<file path="config.mk">
export PLATFORM = sky130hd
export DESIGN_NAME = midrange_peripheral_chip_select
export DESIGN_NICKNAME = d
export VERILOG_FILES = /design/src/select_pkg.sv /design/src/midrange_peripheral_chip_select.sv /design/src/ready_sync.sv /design/src/wait_timer.sv
export VERILOG_INCLUDE_DIRS = /design/src
export SDC_FILE = /design/constraint.sdc
export NUM_CORES = 1
export LEC_CHECK = 0
export BUFFER_PORTS_ARGS = -buffer_cell sky130_fd_sc_hd__buf_2
export CAP_MARGIN = 20
export CELL_PAD_IN_SITES_DETAIL_PLACEMENT = 1
export CELL_PAD_IN_SITES_GLOBAL_PLACEMENT = 1
export CORE_MARGIN = 10
export CORE_UTILIZATION = 38
export CTS_CLUSTER_SIZE = 8
export DETAILED_ROUTE_END_ITERATION = 6
export PLACE_DENSITY_LB_ADDON = 0.1
export SYNTH_ARGS = -nofsm -noshare
export SYNTH_HDL_FRONTEND = slang
export SYNTH_HIERARCHICAL = 1
export SYNTH_SLANG_ARGS = --single-unit
</file>
<file path="constraint.sdc">
create_clock -name pclk -period 2.21 [get_ports pclk]
set_input_delay 0.1105 -clock pclk [delete_from_list [all_inputs] [get_ports pclk]]
set_output_delay 0.1105 -clock pclk [all_outputs]
set_load 0.01 [all_outputs]
</file>
<file path="src/select_map.svh">
// Register indices, field positions and reset values of the select block
`ifndef SELECT_MAP_SVH
`define SELECT_MAP_SVH

// ****************************************************************
// Register indices and APB byte addresses
// ****************************************************************
`define MID_CFG_INDEX 8'ha6
`define AUX_CFG_INDEX 8'ha8
`define MID_CFG_ADDR {2'b00, `MID_CFG_INDEX, 2'b00}
`define AUX_CFG_ADDR {2'b00, `AUX_CFG_INDEX, 2'b00}

// ****************************************************************
// Auxiliary configuration fields
// ****************************************************************
`define AUX_SIZE_HI 14
`define AUX_SIZE_LO 8
`define AUX_PINFN_BIT 7
`define AUX_SPACE_BIT 6
`define AUX_RSVD_ONES 16'h8038

// ****************************************************************
// Midrange configuration fields
// ****************************************************************
`define MID_BASE_HI 15
`define MID_BASE_LO 9
`define MID_RSVD_ONES 16'h01f8

// Shared by both registers
`define RDY_IGNORE_BIT 2
`define WS_HI 1
`define WS_LO 0
`define CFG_RESET 16'h0000

// ****************************************************************
// Address geometry
// ****************************************************************
`define MID_BLOCK_LSB 13
`define MID_QTR_LSB 11
`define PER_BASE_LSB 11
`define PER_SUB_HI 10
`define PER_SUB_LO 8
`define PER_UPPER5_SUB 3'h5
`define PER_UPPER6_SUB 3'h6
`define UNMAPPED_DATA 32'h0000_0000
`define ADDR_MSB 19
`define LAT_ADDR_HI 2
`define LAT_ADDR_LO 1

`endif

</file>
<file path="src/select_pkg.sv">
// Types shared by the select block
`default_nettype none

package select_pkg;

	typedef enum logic [1:0] {
		ST_IDLE = 2'b00,
		ST_SELECT = 2'b01,
		ST_WAIT = 2'b11,
		ST_END = 2'b10
	} cycle_state_e;

	typedef logic [1:0] wait_count_t;

endpackage : select_pkg

`default_nettype wire

</file>
<file path="src/midrange_peripheral_chip_select.sv">
// Midrange and upper peripheral chip-select generator with APB registers
`include "select_map.svh"
`default_nettype none

module midrange_peripheral_chip_select (
	input wire logic pclk,
	input wire logic presetn,
	input wire logic psel,
	input wire logic penable,
	input wire logic pwrite,
	input wire logic [11:0] paddr,
	input wire logic [31:0] pwdata,
	output logic [31:0] prdata,
	output logic pready,
	output logic pslverr,
	input wire logic cycle_start,
	input wire logic [19:0] cycle_addr,
	input wire logic cycle_is_mem,
	input wire logic [8:0] peripheral_base,
	input wire logic peripheral_base_written,
	input wire logic ext_ready,
	output logic cycle_done,
	output logic [3:0] midrange_selects_n,
	output logic [1:0] upper_peripheral_selects_n
);

	// ****************************************************************
	// Helper functions
	// ****************************************************************

	// Position of the one-hot size bit, 0 for 8K total
	function automatic logic [2:0] size_index(input logic [6:0] size_field);
		logic [2:0] idx;
		idx = 3'h0;
		for (int i = 0; i < 7; i++) begin
			if (size_field[i]) begin
				idx = 3'(i);
			end
		end
		return idx;
	endfunction : size_index

	// Address bits a19..a13 that fall inside the block
	function automatic logic [6:0] block_mask(input logic [6:0] size_field);
		logic [6:0] mask;
		mask = 7'h00;
		for (int i = 0; i < 7; i++) begin
			if (i < int'(size_index(size_field))) begin
				mask[i] = 1'b1;
			end
		end
		return mask;
	endfunction : block_mask

	// ****************************************************************
	// Register storage
	// ****************************************************************
	logic [6:0] mid_base_q;
	logic mid_rdy_ignore_q;
	select_pkg::wait_count_t mid_ws_q;
	logic [6:0] block_size_q;
	logic pin_function_q;
	logic space_q;
	logic aux_rdy_ignore_q;
	select_pkg::wait_count_t aux_ws_q;
	logic mid_written_q;
	logic aux_written_q;
	logic aux_accessed_q;

	logic setup_phase;
	logic access_done;
	logic hit_mid_cfg;
	logic hit_aux_cfg;
	logic wr_mid;
	logic wr_aux;

	assign setup_phase = psel && !penable;
	assign access_done = psel && penable && pready;
	assign hit_mid_cfg = (paddr == `MID_CFG_ADDR);
	assign hit_aux_cfg = (paddr == `AUX_CFG_ADDR);
	assign wr_mid = access_done && pwrite && hit_mid_cfg;
	assign wr_aux = access_done && pwrite && hit_aux_cfg;

	// ****************************************************************
	// APB slave: one wait-free access phase per transfer
	// ****************************************************************
	always_ff @(posedge pclk or negedge presetn) begin
		if (!presetn) begin
			pready <= 1'b0;
		end else begin
			pready <= setup_phase;
		end
	end

	always_ff @(posedge pclk or negedge presetn) begin
		if (!presetn) begin
			pslverr <= 1'b0;
		end else begin
			pslverr <= setup_phase && !hit_mid_cfg && !hit_aux_cfg;
		end
	end

	// Reserved bits read back as ones
	always_ff @(posedge pclk or negedge presetn) begin
		if (!presetn) begin
			prdata <= `UNMAPPED_DATA;
		end else if (setup_phase) begin
			if (hit_mid_cfg) begin
				prdata <= {16'h0000, `MID_RSVD_ONES | {mid_base_q, 6'h00, mid_rdy_ignore_q, mid_ws_q}};
			end else if (hit_aux_cfg) begin
				prdata <= {16'h0000, `AUX_RSVD_ONES | {1'b0, block_size_q, pin_function_q, space_q,
					3'h0, aux_rdy_ignore_q, aux_ws_q}};
			end else begin
				prdata <= `UNMAPPED_DATA;
			end
		end
	end

	// Contents cleared for determinism only; activation flags gate use
	always_ff @(posedge pclk or negedge presetn) begin
		if (!presetn) begin
			mid_base_q <= 7'h00;
			mid_rdy_ignore_q <= 1'b0;
			mid_ws_q <= 2'h0;
		end else if (wr_mid) begin
			mid_base_q <= pwdata[`MID_BASE_HI:`MID_BASE_LO];
			mid_rdy_ignore_q <= pwdata[`RDY_IGNORE_BIT];
			mid_ws_q <= pwdata[`WS_HI:`WS_LO];
		end
	end

	always_ff @(posedge pclk or negedge presetn) begin
		if (!presetn) begin
			block_size_q <= 7'h00;
			pin_function_q <= 1'b0;
			space_q <= 1'b0;
			aux_rdy_ignore_q <= 1'b0;
			aux_ws_q <= 2'h0;
		end else if (wr_aux) begin
			block_size_q <= pwdata[`AUX_SIZE_HI:`AUX_SIZE_LO];
			pin_function_q <= pwdata[`AUX_PINFN_BIT];
			space_q <= pwdata[`AUX_SPACE_BIT];
			aux_rdy_ignore_q <= pwdata[`RDY_IGNORE_BIT];
			aux_ws_q <= pwdata[`WS_HI:`WS_LO];
		end
	end

	// Activation tracking: write to each register, or any touch of aux
	always_ff @(posedge pclk or negedge presetn) begin
		if (!presetn) begin
			mid_written_q <= 1'b0;
			aux_written_q <= 1'b0;
			aux_accessed_q <= 1'b0;
		end else begin
			if (wr_mid) begin
				mid_written_q <= 1'b1;
			end
			if (wr_aux) begin
				aux_written_q <= 1'b1;
			end
			if (access_done && hit_aux_cfg) begin
				aux_accessed_q <= 1'b1;
			end
		end
	end

	// ****************************************************************
	// Address decode
	// ****************************************************************
	logic mid_enabled;
	logic upper_cs_enabled;
	logic upper_addr_enabled;
	logic [6:0] mid_mask;
	logic mid_hit;
	logic [1:0] mid_quarter;
	logic upper_region;
	logic [1:0] upper_hit;
	logic [3:0] mid_onehot;

	assign mid_enabled = mid_written_q && aux_written_q;
	assign upper_cs_enabled = pin_function_q && aux_written_q && peripheral_base_written;
	assign upper_addr_enabled = !pin_function_q && aux_accessed_q;
	assign mid_mask = block_mask(block_size_q);

	// Only memory cycles reach the midrange block, which is what lets it
	// share addresses with I/O-mapped peripherals
	assign mid_hit = mid_enabled && cycle_is_mem &&
		((cycle_addr[`ADDR_MSB:`MID_BLOCK_LSB] & ~mid_mask) == (mid_base_q & ~mid_mask));

	// Quarter index sits just below the block's top address bit
	assign mid_quarter = 2'(cycle_addr >> (`MID_QTR_LSB + int'(size_index(block_size_q))));

	always_comb begin
		mid_onehot = 4'h0;
		mid_onehot[mid_quarter] = 1'b1;
	end

	assign upper_region = upper_cs_enabled && (cycle_is_mem == space_q) &&
		(cycle_addr[`ADDR_MSB:`PER_BASE_LSB] == peripheral_base);
	assign upper_hit[0] = upper_region && (cycle_addr[`PER_SUB_HI:`PER_SUB_LO] == `PER_UPPER5_SUB);
	assign upper_hit[1] = upper_region && (cycle_addr[`PER_SUB_HI:`PER_SUB_LO] == `PER_UPPER6_SUB);

	// ****************************************************************
	// Ready path and wait-state timer
	// ****************************************************************
	logic ready_level;
	logic timer_start;
	logic timer_done;
	select_pkg::wait_count_t timer_ws;
	logic timer_ignore;

	ready_sync u_ready_sync (
		.pclk(pclk),
		.presetn(presetn),
		.pin_in(ext_ready),
		.level_out(ready_level)
	);

	select_pkg::cycle_state_e state_q;
	logic cycle_is_mid_q;

	// Midrange has priority if software lets memory regions collide
	assign timer_ws = cycle_is_mid_q ? mid_ws_q : aux_ws_q;
	assign timer_ignore = cycle_is_mid_q ? mid_rdy_ignore_q : aux_rdy_ignore_q;
	assign timer_start = (state_q == select_pkg::ST_SELECT);

	wait_timer u_wait_timer (
		.pclk(pclk),
		.presetn(presetn),
		.start(timer_start),
		.wait_count(timer_ws),
		.ready_ignore(timer_ignore),
		.ready_level(ready_level),
		.done(timer_done)
	);

	// ****************************************************************
	// Bus cycle sequencing
	// ****************************************************************
	logic [3:0] mid_sel_pend_q;
	logic [1:0] upper_sel_pend_q;
	logic any_hit;

	assign any_hit = mid_hit || (|upper_hit);

	// Selects latched at address time, driven one cycle later with
	// the multiplexed address
	always_ff @(posedge pclk or negedge presetn) begin
		if (!presetn) begin
			state_q <= select_pkg::ST_IDLE;
		end else begin
			unique case (state_q)
				select_pkg::ST_IDLE: begin
					if (cycle_start && any_hit) begin
						state_q <= select_pkg::ST_SELECT;
					end
				end
				select_pkg::ST_SELECT: begin
					state_q <= select_pkg::ST_WAIT;
				end
				select_pkg::ST_WAIT: begin
					if (timer_done) begin
						state_q <= select_pkg::ST_END;
					end
				end
				select_pkg::ST_END: begin
					state_q <= select_pkg::ST_IDLE;
				end
			endcase
		end
	end

	always_ff @(posedge pclk or negedge presetn) begin
		if (!presetn) begin
			mid_sel_pend_q <= 4'h0;
			upper_sel_pend_q <= 2'h0;
			cycle_is_mid_q <= 1'b0;
		end else if (state_q == select_pkg::ST_IDLE && cycle_start) begin
			mid_sel_pend_q <= mid_hit ? mid_onehot : 4'h0;
			upper_sel_pend_q <= mid_hit ? 2'h0 : upper_hit;
			cycle_is_mid_q <= mid_hit;
		end
	end

	// Active low; high from reset until a hit is sequenced
	always_ff @(posedge pclk or negedge presetn) begin
		if (!presetn) begin
			midrange_selects_n <= 4'hf;
		end else if (state_q == select_pkg::ST_SELECT) begin
			midrange_selects_n <= ~mid_sel_pend_q;
		end else if (state_q == select_pkg::ST_END) begin
			midrange_selects_n <= 4'hf;
		end
	end

	// Latched a1 and a2 follow every bus cycle in address mode
	always_ff @(posedge pclk or negedge presetn) begin
		if (!presetn) begin
			upper_peripheral_selects_n <= 2'h3;
		end else if (upper_addr_enabled) begin
			if (cycle_start) begin
				upper_peripheral_selects_n <= cycle_addr[`LAT_ADDR_HI:`LAT_ADDR_LO];
			end
		end else if (state_q == select_pkg::ST_SELECT) begin
			upper_peripheral_selects_n <= ~upper_sel_pend_q;
		end else if (state_q == select_pkg::ST_END || !upper_cs_enabled) begin
			upper_peripheral_selects_n <= 2'h3;
		end
	end

	always_ff @(posedge pclk or negedge presetn) begin
		if (!presetn) begin
			cycle_done <= 1'b0;
		end else begin
			cycle_done <= (state_q == select_pkg::ST_WAIT) && timer_done;
		end
	end

endmodule : midrange_peripheral_chip_select

`default_nettype wire

</file>
<file path="src/ready_sync.sv">
// Three-stage synchroniser for the external ready pin
`default_nettype none

module ready_sync (
	input wire logic pclk,
	input wire logic presetn,
	input wire logic pin_in,
	output logic level_out
);

	logic meta_q;
	logic s2_q;
	logic s3_q;

	always_ff @(posedge pclk or negedge presetn) begin
		if (!presetn) begin
			meta_q <= 1'b0;
			s2_q <= 1'b0;
			s3_q <= 1'b0;
		end else begin
			meta_q <= pin_in;
			s2_q <= meta_q;
			s3_q <= s2_q;
		end
	end

	// Change accepted only once the two settled stages agree
	always_ff @(posedge pclk or negedge presetn) begin
		if (!presetn) begin
			level_out <= 1'b0;
		end else if (s2_q == s3_q) begin
			level_out <= s3_q;
		end
	end

endmodule : ready_sync

`default_nettype wire

</file>
<file path="src/wait_timer.sv">
// Wait-state counter with optional external ready qualification
`default_nettype none

module wait_timer (
	input wire logic pclk,
	input wire logic presetn,
	input wire logic start,
	input wire select_pkg::wait_count_t wait_count,
	input wire logic ready_ignore,
	input wire logic ready_level,
	output logic done
);

	select_pkg::wait_count_t count_q;
	logic ignore_q;
	logic active_q;

	always_ff @(posedge pclk or negedge presetn) begin
		if (!presetn) begin
			count_q <= 2'h0;
			ignore_q <= 1'b1;
			active_q <= 1'b0;
		end else if (start) begin
			count_q <= wait_count;
			ignore_q <= ready_ignore;
			active_q <= 1'b1;
		end else if (active_q) begin
			if (count_q != 2'h0) begin
				count_q <= count_q - 2'h1;
			end else if (ignore_q || ready_level) begin
				active_q <= 1'b0;
			end
		end
	end

	// Waits run out first; ready is then needed unless ignored
	assign done = active_q && (count_q == 2'h0) && (ignore_q || ready_level);

endmodule : wait_timer

`default_nettype wire

</file>
Word-level counts from Yosys, hierarchy flattened
Index checks and enable logic that the tools add are counted.
{ "classes": {"addsub": 2, "multipliers": 0, "n_div": 0, "order_cmp": 9, "n_eq_ne": 14, "shift": 1, "mux": 37, "bitwise": 5, "n_reduce_logical": 44} }
{ "ops": {"columns": ["cell", "n"], "rows": [
  ["2-to-1 mux 32 bit", 1],
  ["logical AND 1 bit", 25],
  ["== test 12 x 10 -> 1 bit (second input constant)", 2],
  ["2-to-1 mux 2 bit", 11],
  ["right shift 20 x 5 -> 2 bit", 1],
  ["2-to-1 mux 16 bit", 1],
  ["2-to-1 mux 3 bit", 5],
  ["AND 7 bit", 2],
  ["2-to-1 mux 1 bit", 14],
  ["2-to-1 mux 4 bit", 3],
  ["== test 9 bit", 1],
  ["< comparator 3 bit (first input constant)", 3],
  ["case mux 2 bit (4 select lines)", 1],
  ["nonzero test 2 bit", 4],
  ["== test 7 bit", 1],
  ["NOT 7 bit", 1],
  ["== test 3 bit (second input constant)", 2],
  ["< comparator 1 x 3 -> 1 bit (first input constant)", 2],
  ["< comparator 2 x 3 -> 1 bit (first input constant)", 2],
  ["!= test 2 bit (second input constant)", 3],
  ["AND reduction 2 bit", 3],
  ["adder 4 x 3 -> 5 bit (first input constant)", 1],
  ["zero test 1 bit", 5],
  ["== test 2 bit (second input constant)", 2],
  ["other kinds (12)", 16]
]} }
{ "word_totals": {"register_bits": 83, "latch_bits": 0, "ram_bits": 0, "mem_bits_ro": 0, "input_bits": 82, "out_inout_bits": 41, "wordCells": 140, "memories": 0} }

Depth between registers and ports, before layout
{ "depth": {"ltp_word": 16, "mapped_depth": 9, "mapped_depth_nobuf": 9} }

Cells and area by module
Netlist, hierarchy kept.
{ "by_module_without_submodules": {"columns": ["mod", "n_inst", "cells_each", "area_each_um2", "seq_area_each_um2"], "rows": [
  ["midrange_peripheral_chip_select", 1, 303, 3121.7, 1433.9],
  ["wait_timer", 1, 20, 214.0, 101.3],
  ["ready_sync", 1, 5, 111.4, 100.1]
]} }

Least setup slack after synthesis
Ideal clock, no wire load.
{ "synth_path": {"kind": "reg-to-reg", "from": "register block_size_q[6]", "to": "register state_q[1]", "setup_time_ps": 120, "t_arrival_ps": 1692, "setup_slack_ps": 398, "stages_incl_launch_ff": 7, "cell_sequence": "dfrtp_1 > buf_6 > or3_4 > nor3_1 > a221oi_2 > a2111o_1 > and3_1"} }
{ "synth_via": {"elab_chain_cells": 11, "word_cells_on_any_way": 24, "cone_classes": "7 x order compare; 2 x eq/ne; 8 x mux; 3 x bitwise; 4 x reduce/logical"} }
{ "synth_lines": {"columns": ["item", "line", "rtl"], "rows": [
  ["from (decl)", "midrange_peripheral_chip_select.sv:61", "logic [6:0] block_size_q;"],
  ["from (signal assigned)", "midrange_peripheral_chip_select.sv:140", "block_size_q <= pwdata[`AUX_SIZE_HI:`AUX_SIZE_LO];"],
  ["2-to-1 mux 3 bit (*)", "midrange_peripheral_chip_select.sv:36", "if (size_field[i]) begin"],
  ["< comparator 1 x 3 -> 1 bit (tied with other cells)", "midrange_peripheral_chip_select.sv:48", "if (i < int'(size_index(size_field))) begin"],
  ["2-to-1 mux 1 bit", "midrange_peripheral_chip_select.sv:48", null],
  ["NOT 7 bit (*)", "midrange_peripheral_chip_select.sv:188", "((cycle_addr[`ADDR_MSB:`MID_BLOCK_LSB] & ~mid_mask) == (mid_base_q & ~mid_mask));"],
  ["AND 7 bit", "midrange_peripheral_chip_select.sv:188", null],
  ["== test 7 bit (*)", "midrange_peripheral_chip_select.sv:188", null],
  ["logical AND 1 bit (*)", "midrange_peripheral_chip_select.sv:187", "assign mid_hit = mid_enabled && cycle_is_mem &&"],
  ["logical OR 1 bit (*)", "midrange_peripheral_chip_select.sv:244", "assign any_hit = mid_hit || (|upper_hit);"],
  ["logical AND 1 bit (*)", "midrange_peripheral_chip_select.sv:254", "if (cycle_start && any_hit) begin"],
  ["!= test 2 bit (no source line) (*)", null, null],
  ["AND reduction 2 bit (no source line) (*)", null, null],
  ["to (signal assigned)", "midrange_peripheral_chip_select.sv:250", "state_q <= select_pkg::ST_IDLE;"],
  ["to (signal assigned)", "midrange_peripheral_chip_select.sv:255", "state_q <= select_pkg::ST_SELECT;"],
  ["to (signal assigned)", "midrange_peripheral_chip_select.sv:259", "state_q <= select_pkg::ST_WAIT;"],
  ["to (decl)", "midrange_peripheral_chip_select.sv:219", "select_pkg::cycle_state_e state_q;"]
]} }
Mark *: on every way between the ends. The rest lies on a longest branch, timed or not.
A chain may end at the register's enable or synchronous reset.

Worst setup path after layout
Ends and elaborated chain as after synthesis.

==> results by group <==
Outcome
  – Outcome: finished, final reports clean

Logic synthesis
  – Post-synthesis register bit count: 65
  – Synth Area in XOR/XNOR: 0.04574
  – Post-synthesis simple-gate area fraction: 0.1426
  – Fraction of registers with async set/reset: 1.000
  – Ys Warns: 6
  – Synthesized instance count: 328
  – Ys flop type: dfrtp_1
  – Synth Area in Compound Gates: 0.1332
  – Post-synthesis mux area share: 0.1042
  – Netlist Area Pre-Place: 0.003447 mm²
  – Synthesized area per cell: 10.51 µm²
  – Synth unique cells: 58
  – Number of synthesized flops with an enable pin: 0
  – Seq/Total Area, Yosys: 0.4744
  – Largest family of logic cells by synthesized area: simple AND/OR/NAND/NOR gates
  – Post-synthesis adder-cell area fraction: 0.02505

Setup path
  – Flop2flop setup slack: 0.16 ns
  – Critical R2R Capture: state_q[1]$_DFFE_PN0P_
  – Crit path DAT: 2.30 ns
  – R2R depth: 6
  – CP required: 2.46 ns
  – Critical Path Start Type: register
  – FF-to-FF Start: block_size_q[6]$_DFFE_PN0P_
  – Capturing element type of the critical path: register
  – CP max stage cell: dfrtp_1
  – Crit path kind: register to register
  – Worst path cell trace: or3_4, nor3_1, a221oi_2, buf_4, a2111o_1, and3_1
  – Critical path's largest stage delay: 0.49 ns
  – Worst Path Max Fanout: 10

Finish
  – Filler instances: 1010
  – Syn-to-layout area delta: 25.12%
  – Final core utilization: 0.4921
  – Most frequent cells in the layout: buf_2, dfrtp_1, nand2_1
  – Cell Count, Final, Fillers Out: 543
  – Layout Nets: 518
  – FF+latch area: 0.001635 mm²
  – Layout cells sized above 1: 0.3425
  – Inserted Diodes: 0
  – Area of the multi-input gates: 0.001614 mm²
  – Commonest non-fill, non-tap cell in the layout: buf_2

Timing
  – Post-route setup slack: 0.1593 ns
  – RSZ-0062 raised after global routing: false
  – Final-report hold violation count: 0
  – Worst hold margin: 0.01183 ns
  – Fin. max-slew vios: 0
  – Final worst-path cycle share: 0.9279
  – Fin crit period: 2.051 ns
  – Fin Setup TNS: 0 ns
  – Final setup fails: 0
  – Clk_skew: 0.009734 ns
  – Max Clk Rate: 0.4876 GHz

Placement
  – Routability congestion estimate: 0.8720
  – Placed Cells incl. Taps: 513
  – Post-Place Setup Slack: 0.2251 ns
  – # port buffers: 81
  – Final HPWL DP: 7.436 mm

Die
  – Die area: 0.01328 mm²
  – Starting Density: 0.3933
  – Die W: 115.2 µm
  – IO Count: 123
  – Rows: 34
  – Chip Height: 115.2 µm
  – Core area: 0.008763 mm²

GRT
  – First-pass GRT wire length: 16.13 mm
  – Largest net degree at the start of global routing: 66
  – Gr ovfl total: 0
  – Initial antenna violation count: 0
  – GRT Total Usage: 0.1539
  – Vias in the first global route: 3110

Clock network
  – Worst-Skew Late Latency: 0.36 ns
  – Total CTS buffers: 9
  – Clock Pin Slew Worst Setup and Hold Paths: 0.08 ns
  – H-tree depth: 3
  – Root buf cell: clkbuf_8
  – Clk buf depth: 2
  – Resized cells post-CTS: 0
  – CTS tree: yes
  – Sink Count: 65

Power and ir drop
  – Power Density: 754.4 mW/mm²
  – Static leakage: 2.070 nW
  – Worst vdd rail ir drop: 0.4050 mV

Worst hold path
  – Hold Crit Class: input pin to register
  – Worst hold start: pwdata[9]
  – Hold Crit Depth: 2
  – Hold endpoint: block_size_q[1]$_DFFE_PN0P_

Drt
  – Post-DR wirelength/cell: 17.78 µm
  – WL final: 9.653 mm
  – Number of remaining DRC errors: 0
  – Via count: 2757
  – Vias per cell: 5.077
  – Number of routed nets with antenna violations: 0
  – DRT Pass-1 Iters: 4
  – Drt initial violations: 101

Flow run
  – Max cap viols: 0
through the flow:
step | power [mW] | cell area, µm²
2_1_floorplan | 1.751 | 3503
3_3_place_gp | 1.950 | 3923
3_5_place_dp | 1.965 | 3923
4_1_cts | 3.291 | 4305
5_1_grt | 3.466 | 4313
6_report | 3.254 | 4313
sequential cells by signal, indices dropped and copies added, names as in the netlist, 4 cells and up:
signal,flops
prdata,14
mid_base_q,7
mid_sel_pend_q,4
block_size_q,7
midrange_selects_n,4
cell type report:
class	instances	share of cell area
flip-flops and latches	65	0.3792
clock inverters	6	0.02669
well taps	108	0.03133
clock buffers	10	0.03191
repair buffers	105	0.1462
multi-input cells	237	0.3742
inverters	12	0.01044
report_power, final:
part	total, mW	leakage (nW)	switching, mW	internal, mW
combinational	0.670	1.10	0.392	0.278
sequential	1.29	0.848	0.0457	1.24
clock	1.30	0.123	0.512	0.784
total	3.25	2.07	0.950	2.30
metal layers:
metal  part of all wire  GRT usage  up-vias  wire length (µm)
met1               0.42     0.1781     1350              4066
met2               0.52     0.2654       61              4984
met4              0.011    0.04785        0               111
met5                  0          0        -                 0
met3              0.051    0.04740       14               490
li1                   -          -     1332                 -
worst max-delay path by stage:
stage | startpoint | endpoint | slack (ns)
detailed placement | block_size_q[6]$_DFFE_PN0P_ | mid_sel_pend_q[0]$_DFFE_PN0P_ | 0.23
finish | block_size_q[6]$_DFFE_PN0P_ | state_q[1]$_DFFE_PN0P_ | 0.16
CTS | block_size_q[6]$_DFFE_PN0P_ | mid_sel_pend_q[0]$_DFFE_PN0P_ | 0.19
floorplan | block_size_q[6]$_DFFE_PN0P_ | state_q[1]$_DFFE_PN0P_ | 0.40
global placement | block_size_q[6]$_DFFE_PN0P_ | mid_sel_pend_q[0]$_DFFE_PN0P_ | 0.29
global route | block_size_q[5]$_DFFE_PN0P_ | mid_sel_pend_q[0]$_DFFE_PN0P_ | 0.04
timing repair:
| action | 4_1_cts | 5_1_grt |
|---|---|---|
| hold buffers | 13 | 0 |
| endpoints found under the setup margin | 0 | 1 |
| endpoints found under the hold margin | 77 | 0 |
| buffers inserted | 0 | 1 |
kinds of logic (layout without fill, tap and decap cells):
| family | after synthesis | after routing |
|---|---|---|
| DFF | 65 | 65 |
| AOI/OAI and AO/OA | 69 | 69 |
| muxes | 33 | 33 |
| adders and majority gates | 7 | 7 |
| other | 1 | 16 |
| and+or+nand+nor | 94 | 94 |
| xor gates and xnor gates | 18 | 18 |
| buffers and inverters | 41 | 133 |
critical path, delay by kind of cell, from the launching register on:
| family | cells | cell delay, ns |
|---|---|---|
| buffers and inverters | 1 | 0.16 |
| AOI/OAI and AO/OA | 2 | 0.45 |
| DFF | 1 | 0.49 |
| and+or+nand+nor | 3 | 0.83 |
cells in the mapped netlist (all sizes together) (2+ instances only):
master | number | area, µm²
ha | 6 | 75.07
a221oi | 2 | 23.77
nor3b | 2 | 15.01
a22o | 2 | 17.52
o211ai | 3 | 27.52
o31ai | 2 | 15.01
and3 | 2 | 12.51
nor2b | 4 | 25.02
mux2i | 10 | 100.1
o21ai | 31 | 158.9
o221ai | 2 | 17.52
dfstp | 7 | 183.9
and2 | 2 | 12.51
dfrtp | 58 | 1451
mux2 | 23 | 259.0
or2 | 4 | 25.03
o41ai | 5 | 43.79
a21oi | 7 | 35.03
nor3 | 4 | 31.28
or4b | 2 | 20.02
xnor2 | 17 | 148.9
clkbuf | 5 | 18.77
inv | 12 | 45.04
a31oi | 6 | 37.54
nand3 | 6 | 30.03
nor2 | 17 | 66.32
or3 | 2 | 17.52
nand4 | 7 | 43.79
nand2 | 31 | 116.4
nand2b | 6 | 37.54
buf | 24 | 190.2
Note: power is estimated with default switching activity, not from simulation.
